## config.mk

```make
export PLATFORM = sky130hd
export DESIGN_NAME = ccrb_core_config
export DESIGN_NICKNAME = d
export VERILOG_FILES = /design/src/rtl/ccrb_pkg.sv /design/src/rtl/ccrb_core_config.sv
export VERILOG_INCLUDE_DIRS = /design/src /design/src/rtl
export SDC_FILE = /design/constraint.sdc
export NUM_CORES = 1
export LEC_CHECK = 0
export BUFFER_PORTS_ARGS = -buffer_cell sky130_fd_sc_hd__clkbuf_2
export CAP_MARGIN = 40
export CORE_ASPECT_RATIO = 1.2
export CORE_MARGIN = 5
export CORE_UTILIZATION = 41
export DETAILED_ROUTE_END_ITERATION = 12
export PLACE_DENSITY = 0.69
export SLEW_MARGIN = 20
export SYNTH_ARGS = -nofsm -noshare
export SYNTH_HDL_FRONTEND = slang
export SYNTH_SLANG_ARGS = --single-unit
```

## constraint.sdc

```tcl
create_clock -name clk -period 2.5 [get_ports clk]
set_clock_uncertainty 0.05 [all_clocks]
set_input_delay 0.375 -clock clk [delete_from_list [all_inputs] [get_ports clk]]
set_output_delay 0.375 -clock clk [all_outputs]
set_load 0.03 [all_outputs]
```

## src/rtl/ccrb_defines.svh

```systemverilog
`ifndef CCRB_DEFINES_SVH
`define CCRB_DEFINES_SVH

// Special-purpose register numbers
`define CCRB_SPR_LOOP_COUNT      10'h009
`define CCRB_SPR_CRIT_RET_ADDR   10'h03A
`define CCRB_SPR_CRIT_STATE      10'h03B
`define CCRB_SPR_DAC_1           10'h13C
`define CCRB_SPR_DAC_2           10'h13D
`define CCRB_SPR_CFG_SECONDARY   10'h378
`define CCRB_SPR_CFG_PRIMARY     10'h3B3

// Writable bits; reserved positions are held at zero (LSB-0 numbering)
`define CCRB_CFG0_WMASK          32'h4830E10F
`define CCRB_CFG1_WMASK          32'hFFFFF880
`define CCRB_CRA_WMASK           32'hFFFFFFFC

// Configuration reset values
`define CCRB_CFG0_RESET          32'h00000000
`define CCRB_CFG1_RESET          32'h00000000

`endif

```

## src/rtl/ccrb_pkg.sv

```systemverilog
package ccrb_pkg;

    // Primary configuration, MSB-first field order (bit 0 is [31])
    typedef struct packed {
        logic       rsvd0;
        logic       parity_recovery_full;
        logic [1:0] rsvd2;
        logic       cache_read_parity_enable;
        logic [4:0] rsvd5;
        logic       store_gather_disable;
        logic       aux_unit_broadcast_disable;
        logic [3:0] rsvd12;
        logic       trace_broadcast_disable;
        logic       guaranteed_icache_touch;
        logic       guaranteed_dcache_touch;
        logic [3:0] rsvd19;
        logic       force_access_alignment;
        logic [3:0] rsvd24;
        logic [1:0] spec_line_count;
        logic [1:0] spec_line_threshold;
    } ccrb_cfg0_t;

    typedef struct packed {
        logic [7:0] icache_word_parity_invert;
        logic [1:0] icache_tag_parity_invert;
        logic [1:0] dcache_tag_parity_invert;
        logic       dcache_data_parity_invert;
        logic       dcache_ubit_parity_invert;
        logic       dcache_dirty_parity_invert;
        logic       force_cache_op_miss;
        logic [3:0] mmu_tag_parity_invert;
        logic       full_line_flush;
        logic [2:0] rsvd21;
        logic       timer_source_select;
        logic [6:0] rsvd25;
    } ccrb_cfg1_t;

    // Register move request from the pipeline
    typedef struct packed {
        logic       valid;
        logic       write;
        logic       device_control_reg;
        logic       supervisor;
        logic [9:0] num;
        logic [31:0] wdata;
    } ccrb_req_t;

    // Critical interrupt capture
    typedef struct packed {
        logic        valid;
        logic [31:0] ret_addr;
        logic [31:0] state;
    } ccrb_crit_t;

endpackage

```

## src/rtl/ccrb_core_config.sv

```systemverilog
// Functional notes
// - Device-control moves privileged; numbers reserved
// - Primary bit 1 selects full parity recovery
// - Primary bit 4 enables parity readback
// - Primary bit 10 disables store gathering
// - Primary bit 11 stops auxiliary broadcast
// - Primary bit 16 stops trace broadcast
// - Primary bit 17 guarantees icache touch fill
// - Primary bit 18 guarantees dcache touch fill
// - Primary bit 23 forces alignment exceptions
// - Primary 28:29 speculative extra line count
// - Primary 30:31 speculative fill doubleword threshold
// - Secondary 0:7 inverts icache word parity
// - Secondary 8:11 invert icache, dcache tag parity
// - Secondary 12:14 invert dcache data, U, dirty
// - Secondary bit 15 forces cache ops miss
// - Secondary 16:19 inverts MMU tag parity
// - Secondary bit 20 forces full-line flush
// - Secondary bit 24 selects timer clock source
// - Critical interrupt saves return address, state
// - Condition flags are eight 4-bit fields
`timescale 1ns/1ps
`include "ccrb_defines.svh"

module ccrb_core_config
    import ccrb_pkg::*;
(
    // Clock and reset
    input wire logic clk,
    input wire logic rstn,
    // Register moves from the pipeline
    input wire ccrb_req_t req,
    // Configuration fields to the pipeline, caches, MMU and timer
    output ccrb_cfg0_t cfg0,
    output ccrb_cfg1_t cfg1,
    // Move response
    output logic [31:0] rdata,
    output logic ack,
    output logic priv_fault,
    output logic dcr_unmapped,
    // Critical interrupt capture
    input wire ccrb_crit_t crit,
    // Condition flags update from execution
    input wire logic [7:0] cf_field_we,
    input wire logic [31:0] cf_field_wdata,
    output logic [31:0] condition_flags,
    // Loop count, critical save and compare registers
    output logic [31:0] loop_count,
    output logic [31:0] critical_return_address,
    output logic [31:0] critical_saved_state,
    output logic [31:0] data_address_compare_1,
    output logic [31:0] data_address_compare_2,
    // Timer clock selection
    input wire logic timer_clock_in,
    output logic timer_tick
);

    // Stored configuration words, reserved positions always zero
    logic [31:0] cfg0_q;
    logic [31:0] cfg1_q;
    logic [31:0] next_cfg0;
    logic [31:0] next_cfg1;
    // Software-visible data registers
    logic [31:0] next_loop;
    logic [31:0] next_data_address_compare_1;
    logic [31:0] next_data_address_compare_2;
    logic [31:0] next_cra;
    logic [31:0] next_css;
    logic [31:0] next_cf;
    // Move response
    logic [31:0] next_rdata;
    logic next_ack;
    logic next_priv_fault;
    logic next_dcr_unmapped;
    // Timer source sampling
    logic tclk_q;
    logic next_tclk;
    logic tclk_rise;
    logic next_tick;
    // Access decode
    logic access_ok;
    logic do_write;
    logic do_read;
    logic user_fault;
    logic dcr_move;

    // Supervisor-only numbers; the loop count is user accessible
    function automatic logic is_supervisor_spr(input logic [9:0] n);
        return n != `CCRB_SPR_LOOP_COUNT;
    endfunction

    function automatic logic is_mapped(input logic [9:0] n);
        unique case (n)
            `CCRB_SPR_LOOP_COUNT, `CCRB_SPR_CRIT_RET_ADDR,
            `CCRB_SPR_CRIT_STATE, `CCRB_SPR_DAC_1, `CCRB_SPR_DAC_2,
            `CCRB_SPR_CFG_SECONDARY, `CCRB_SPR_CFG_PRIMARY:
                return 1'b1;
            default: return 1'b0;
        endcase
    endfunction

    // Only documented fields are copied; reserved positions stay zero,
    // so a careless write cannot enable undefined behaviour
    function automatic ccrb_cfg0_t pack_cfg0(input logic [31:0] w);
        ccrb_cfg0_t src;
        ccrb_cfg0_t c;
        src = ccrb_cfg0_t'(w);
        c = ccrb_cfg0_t'(32'h00000000);
        c.parity_recovery_full = src.parity_recovery_full;
        c.cache_read_parity_enable =
            src.cache_read_parity_enable;
        c.store_gather_disable = src.store_gather_disable;
        c.aux_unit_broadcast_disable =
            src.aux_unit_broadcast_disable;
        c.trace_broadcast_disable = src.trace_broadcast_disable;
        c.guaranteed_icache_touch = src.guaranteed_icache_touch;
        c.guaranteed_dcache_touch = src.guaranteed_dcache_touch;
        c.force_access_alignment = src.force_access_alignment;
        c.spec_line_count = src.spec_line_count;
        c.spec_line_threshold = src.spec_line_threshold;
        return c;
    endfunction

    function automatic ccrb_cfg1_t pack_cfg1(input logic [31:0] w);
        ccrb_cfg1_t src;
        ccrb_cfg1_t c;
        src = ccrb_cfg1_t'(w);
        c = ccrb_cfg1_t'(32'h00000000);
        c.icache_word_parity_invert =
            src.icache_word_parity_invert;
        c.icache_tag_parity_invert =
            src.icache_tag_parity_invert;
        c.dcache_tag_parity_invert =
            src.dcache_tag_parity_invert;
        c.dcache_data_parity_invert =
            src.dcache_data_parity_invert;
        c.dcache_ubit_parity_invert =
            src.dcache_ubit_parity_invert;
        c.dcache_dirty_parity_invert =
            src.dcache_dirty_parity_invert;
        c.force_cache_op_miss = src.force_cache_op_miss;
        c.mmu_tag_parity_invert = src.mmu_tag_parity_invert;
        c.full_line_flush = src.full_line_flush;
        c.timer_source_select = src.timer_source_select;
        return c;
    endfunction

    // Low two bits of the return address are reserved
    function automatic logic [31:0] pack_ret_addr(input logic [31:0] w);
        return w & `CCRB_CRA_WMASK;
    endfunction

    // Access decode
    assign dcr_move = req.valid && req.device_control_reg;
    assign user_fault = req.valid && !req.supervisor
        && (req.device_control_reg || is_supervisor_spr(req.num));
    assign access_ok = req.valid && !req.device_control_reg && is_mapped(req.num)
        && !user_fault;
    assign do_write = access_ok && req.write;
    assign do_read = access_ok && !req.write;

    // Configuration registers; a write shows at the next edge
    always_comb begin
        next_cfg0 = cfg0_q;
        next_cfg1 = cfg1_q;
        if (do_write && req.num == `CCRB_SPR_CFG_PRIMARY) begin
            next_cfg0 = pack_cfg0(req.wdata);
        end
        if (do_write && req.num == `CCRB_SPR_CFG_SECONDARY) begin
            next_cfg1 = pack_cfg1(req.wdata);
        end
    end

    always_ff @(posedge clk) begin
        if (!rstn) begin
            cfg0_q <= `CCRB_CFG0_RESET;
            cfg1_q <= `CCRB_CFG1_RESET;
        end else begin
            cfg0_q <= next_cfg0;
            cfg1_q <= next_cfg1;
        end
    end

    // Loop count and data address compare registers
    always_comb begin
        next_loop = loop_count;
        next_data_address_compare_1 = data_address_compare_1;
        next_data_address_compare_2 = data_address_compare_2;
        if (do_write) begin
            unique case (req.num)
                `CCRB_SPR_LOOP_COUNT: next_loop = req.wdata;
                `CCRB_SPR_DAC_1: next_data_address_compare_1 = req.wdata;
                `CCRB_SPR_DAC_2: next_data_address_compare_2 = req.wdata;
                default: ;
            endcase
        end
    end

    always_ff @(posedge clk) begin
        if (!rstn) begin
            loop_count <= 32'h00000000;
            data_address_compare_1 <= 32'h00000000;
            data_address_compare_2 <= 32'h00000000;
        end else begin
            loop_count <= next_loop;
            data_address_compare_1 <= next_data_address_compare_1;
            data_address_compare_2 <= next_data_address_compare_2;
        end
    end

    // Critical save registers; a software move in the same cycle wins,
    // being the later and deliberate update of the same register
    always_comb begin
        next_cra = critical_return_address;
        next_css = critical_saved_state;
        if (crit.valid) begin
            next_cra = pack_ret_addr(crit.ret_addr);
            next_css = crit.state;
        end
        if (do_write && req.num == `CCRB_SPR_CRIT_RET_ADDR) begin
            next_cra = pack_ret_addr(req.wdata);
        end
        if (do_write && req.num == `CCRB_SPR_CRIT_STATE) begin
            next_css = req.wdata;
        end
    end

    always_ff @(posedge clk) begin
        if (!rstn) begin
            critical_return_address <= 32'h00000000;
            critical_saved_state <= 32'h00000000;
        end else begin
            critical_return_address <= next_cra;
            critical_saved_state <= next_css;
        end
    end

    // Read data; reserved bits read as zero since they are never stored
    always_comb begin
        next_rdata = rdata;
        if (do_read) begin
            unique case (req.num)
                `CCRB_SPR_CFG_PRIMARY: next_rdata = cfg0_q;
                `CCRB_SPR_CFG_SECONDARY: next_rdata = cfg1_q;
                `CCRB_SPR_LOOP_COUNT: next_rdata = loop_count;
                `CCRB_SPR_CRIT_RET_ADDR: next_rdata = critical_return_address;
                `CCRB_SPR_CRIT_STATE: next_rdata = critical_saved_state;
                `CCRB_SPR_DAC_1: next_rdata = data_address_compare_1;
                `CCRB_SPR_DAC_2: next_rdata = data_address_compare_2;
                default: next_rdata = 32'h00000000;
            endcase
        end else if (req.valid) begin
            // Refused moves and writes return no data
            next_rdata = 32'h00000000;
        end
    end

    always_ff @(posedge clk) begin
        if (!rstn) begin
            rdata <= 32'h00000000;
        end else begin
            rdata <= next_rdata;
        end
    end

    // Every move is answered one cycle later, refused ones included
    always_comb begin
        next_ack = req.valid;
        next_priv_fault = user_fault;
        // No device-control register exists behind this core
        next_dcr_unmapped = dcr_move && req.supervisor;
    end

    always_ff @(posedge clk) begin
        if (!rstn) begin
            ack <= 1'b0;
            priv_fault <= 1'b0;
            dcr_unmapped <= 1'b0;
        end else begin
            ack <= next_ack;
            priv_fault <= next_priv_fault;
            dcr_unmapped <= next_dcr_unmapped;
        end
    end

    // Condition flags: field k occupies bits 4k..4k+3 from the MSB
    always_comb begin
        next_cf = condition_flags;
        for (int k = 0; k < 8; k++) begin
            if (cf_field_we[7 - k]) begin
                next_cf[31 - 4 * k -: 4] =
                    cf_field_wdata[31 - 4 * k -: 4];
            end
        end
    end

    always_ff @(posedge clk) begin
        if (!rstn) begin
            condition_flags <= 32'h00000000;
        end else begin
            condition_flags <= next_cf;
        end
    end

    // One sample per core edge catches every rising edge, because the
    // timer input toggles at no more than half the core rate
    always_comb begin
        next_tclk = timer_clock_in;
    end

    always_ff @(posedge clk) begin
        if (!rstn) begin
            tclk_q <= 1'b0;
        end else begin
            tclk_q <= next_tclk;
        end
    end

    assign tclk_rise = timer_clock_in && !tclk_q;

    // Tick source select
    always_comb begin
        if (cfg1_q[7]) begin
            next_tick = tclk_rise;
        end else begin
            next_tick = 1'b1;
        end
    end

    always_ff @(posedge clk) begin
        if (!rstn) begin
            timer_tick <= 1'b0;
        end else begin
            timer_tick <= next_tick;
        end
    end

    // Configuration fields go straight to the pipeline, caches and MMU
    assign cfg0 = ccrb_cfg0_t'(cfg0_q);
    // Gathering, broadcast, touch and alignment controls
    assign cfg1 = ccrb_cfg1_t'(cfg1_q);
    // Parity insert, forced miss and full-line flush controls

endmodule

```

==> run_results.csv <==
group,metric,value,unit
critical_path,regToRegSetupSlack,1070,ps
layout,final_common_cell,"clkbuf_2",
clock_tree,cts-hold-fix-buffers,1,
critical_path,r2r-end,"rdata[14]$_SDFFE_PN0P_",
yosys,yosysWarnings,0,
grt,grt_max_degree,90,
clock_tree,postCtsSetupBuffers,0,
yosys,synth_top_area_share,45.19,%
floorplan,die_height,194.0,um
grt,grt_pass1_vias,11335,
sta,max_freq,536.8,MHz
critical_path,crit_path_max_fanout,22,
sta,setup_viol,0,
grt,track_usage,27.26,%
yosys,synthCells,1318,
sta,period_minus_slack,1863,ps
yosys,synth_enable_flop_cells,0,
floorplan,core_area,27920,um2
clock_tree,insertion_delay,540,ps
pwr,clkPwrFrac,43.7,%
critical_path,max_stage_delay,540,ps
pwr,p_sw_share,26.04,%
min_path,hold_class,"primary input to flop",
pwr,internal-power,7.005,mW
pwr,leakagePower,6.473,nW
pwr,power.share.sequential,45.7,%
sta,hold_viol,0,
detailed_routing,drc,0,
critical_path,worstSetupPathType,"primary input to flop",
clock_tree,htree_num_levels,1,
yosys,syn_area,11560,um2
detailed_routing,drt-pass1-iter-count,7,
clock_tree,root_buffer,"clkbuf_16",
layout,layout-drive-gt1-share,37.32,%
grt,grt_overflow,0,
grt,antenna_found_initial,4,
layout,layout_common_cells,"408 x clkbuf_2, 261 x dfxtp_1, 160 x o21ai_0",
detailed_routing,viasPerCell,5.528,
yosys,synth-main-ff-cell,"dfxtp_1",
sta,report.final.slew_viol_count,0,
detailed_routing,drt_iter0_markers,1163,
critical_path,worst-path-buf-inv,2,
sta,max_slew_margin,60.94,%
pwr,pwr_density_cell,629.9,nW/um2
yosys,yosysUniqueCellTypes,52,
pwr,pwr-share-comb,10.6,%
sta,min_period_over_period,74.52,%
critical_path,rr_startpoint,"data_address_compare_1[14]$_SDFFE_PN0P_",
yosys,seq_area_frac_synth,45.19,%
yosys,synthArstFlopShare,0,%
yosys,synth-seq-cells,261,
place,dp_cells,2044,
sta,fin_setup_tns,0,ps
floorplan,initial_core_util,41.42,%
clock_tree,cts_made_buffers,27,
critical_path,worstPathArrival,2270,ps
clock_tree,cts.repair.resized,0,
floorplan,die-area,31680,um2
detailed_routing,antenna_left,0,
detailed_routing,wl_per_cell,21.72,um
place,gp_congestion,0.8932,
layout,stdcell_count,2098,
layout,syn2layout_area_growth,30.04,%
sta,worst_pin_slew,580.5,ps
floorplan,pin_count,446,
yosys,yosys.area.top_type,"dfxtp_1",
critical_path,worstSetupStartpointType,"primary input",
critical_path,worstPathRequired,2910,ps
min_path,hp-start,"req[14]",
run,drv_cap,0,
yosys,synthTopCellsByArea,"dfxtp_1 45%, o21ai_0 6.9%, nand3_1 6.4%",
status,outcome,"completed",
pwr,p_sw,2.467,mW
grt,grt_pass1_wl,67.74,mm
layout,nets,1849,
critical_path,endpoint_kind,"flop",
critical_path,critical-path-slowest-cell,"nor4_1",
detailed_routing,num_vias,11598,
clock_tree,cts_sinks,261,
critical_path,critical-path-top-delay-family,"simple AND/OR/NAND/NOR gates",
clock_tree,cts_buffer_depth,3,
yosys,syn_area_per_cell,8.774,um2
critical_path,worstPathCellList,"clkbuf_2 > or2_2 > nor4_1 > and3_2 > buf_12 > nand3_1 > o21ai_0",
floorplan,die_w,163.3,um
floorplan,fp-row-count,67,
clock_tree,cts_tree,"built",
pwr,vdd.ir_drop.worst,0.4883,mV
min_path,min_path_cells,3,
clock_tree,path_clk_slew,60,ps
min_path,hold_end,"loop_count[14]$_SDFFE_PN0P_",
place,port_buffers,411,
critical_path,r2r_cells,5,
place,hpwl,33.20,mm
detailed_routing,wl,45.58,mm
sta,rsz0062_at_grt,"no",
## worst min-delay path: stages
cell,delay [ps]
clkbuf_2,100
nand2_1,50
a21oi_1,50
## layout make-up
cell class | count | area, um2
Clock inverter | 11 | 121.4
Clock buffer | 38 | 787.0
Sequential cell | 261 | 5225
Multi-Input combinational cell | 930 | 5738
Timing Repair Buffer | 472 | 2669
Fill cell | 2662 | 12880
Antenna cell | 4 | 10.01
Tap cell | 379 | 474.2
Inverter | 3 | 12.51
## cell families (layout without fill, tap and decap cells)
logic type,Yosys count,count (layout),share of synthesized area (%)
simple gates,421,421,16.81
other cells,1,36,0.03243
mux,130,130,11.96
buf+inv,158,524,6.611
compound gates,347,347,19.40
flops,261,261,45.19
## per-stage QoR
stage / hold slack (ps) / power, mW / instance area [um2] / setup slack [ps] / utilization, %
2_1_floorplan: 414.7 / 5.060 / 11680 / 409.4 / -
3_3_place_gp: 407.6 / 5.402 / 14110 / 144.9 / 50.54
3_5_place_dp: 414.2 / 5.415 / 14110 / 129.8 / 50.54
4_1_cts: 1.705 / 9.520 / 15030 / 683.7 / 53.83
5_1_grt: 14.87 / 9.768 / 15040 / 593.6 / 53.87
6_report: 20.54 / 9.471 / 15040 / 637.1 / 53.87
## worst max path at each step
stage | from | end | slack [ps] | cells after the start
floorplan | req[33] | data_address_compare_2[2]$_SDFFE_PN0P_ | 410 | 6
global placement | req[33] | cfg1[18]$_SDFFE_PN0P_ | 140 | 8
detailed placement | req[33] | cfg1[13]$_SDFFE_PN0P_ | 130 | 8
CTS | req[33] | cfg1[13]$_SDFFE_PN0P_ | 680 | 8
global route | req[33] | cfg1[18]$_SDFFE_PN0P_ | 590 | 8
finish | req[38] | data_address_compare_1[6]$_SDFFE_PN0P_ | 640 | 7
## cells in the mapped netlist (all sizes together) (11+ instances only)
| master | number |
|---|---|
| mux2i | 65 |
| a21oi | 42 |
| nand2 | 153 |
| nand3 | 150 |
| dfxtp | 261 |
| o31ai | 11 |
| a22oi | 23 |
| mux2 | 65 |
| clkbuf | 85 |
| o2bb2ai | 31 |
| buf | 70 |
| a31o | 37 |
| nor2 | 78 |
| o21ai | 160 |
## state kept, by name, summed over array words and instances (netlist names)
name	flops
data_address_compare_2	32
cfg0	12
dcr_unmapped	1
data_address_compare_1	32
condition_flags	32
tclk_q	1
ack	1
critical_return_address	30
critical_saved_state	32
priv_fault	1
cfg1	22
timer_tick	1
rdata	32
loop_count	32
## layer usage
metal | track usage, % | vias to the layer above | part of all wire [%]
li1 | - | 5430 | -
met1 | 33.68 | 5467 | 39
met2 | 46.05 | 582 | 48
met3 | 5.401 | 119 | 8.5
met4 | 11.72 | 0 | 4.7
met5 | 0 | - | 0
## power groups by stage
stage | Clock (mW) | Combinational (mW) | Sequential, mW
2_1_floorplan | 0 | 0.481 | 4.58
5_1_grt | 4.36 | 1.07 | 4.33
6_report | 4.14 | 1.01 | 4.33
3_5_place_dp | 0 | 0.997 | 4.42
4_1_cts | 4.19 | 1.00 | 4.33
3_3_place_gp | 0 | 0.986 | 4.42
Power figures use the tool's default switching activity.
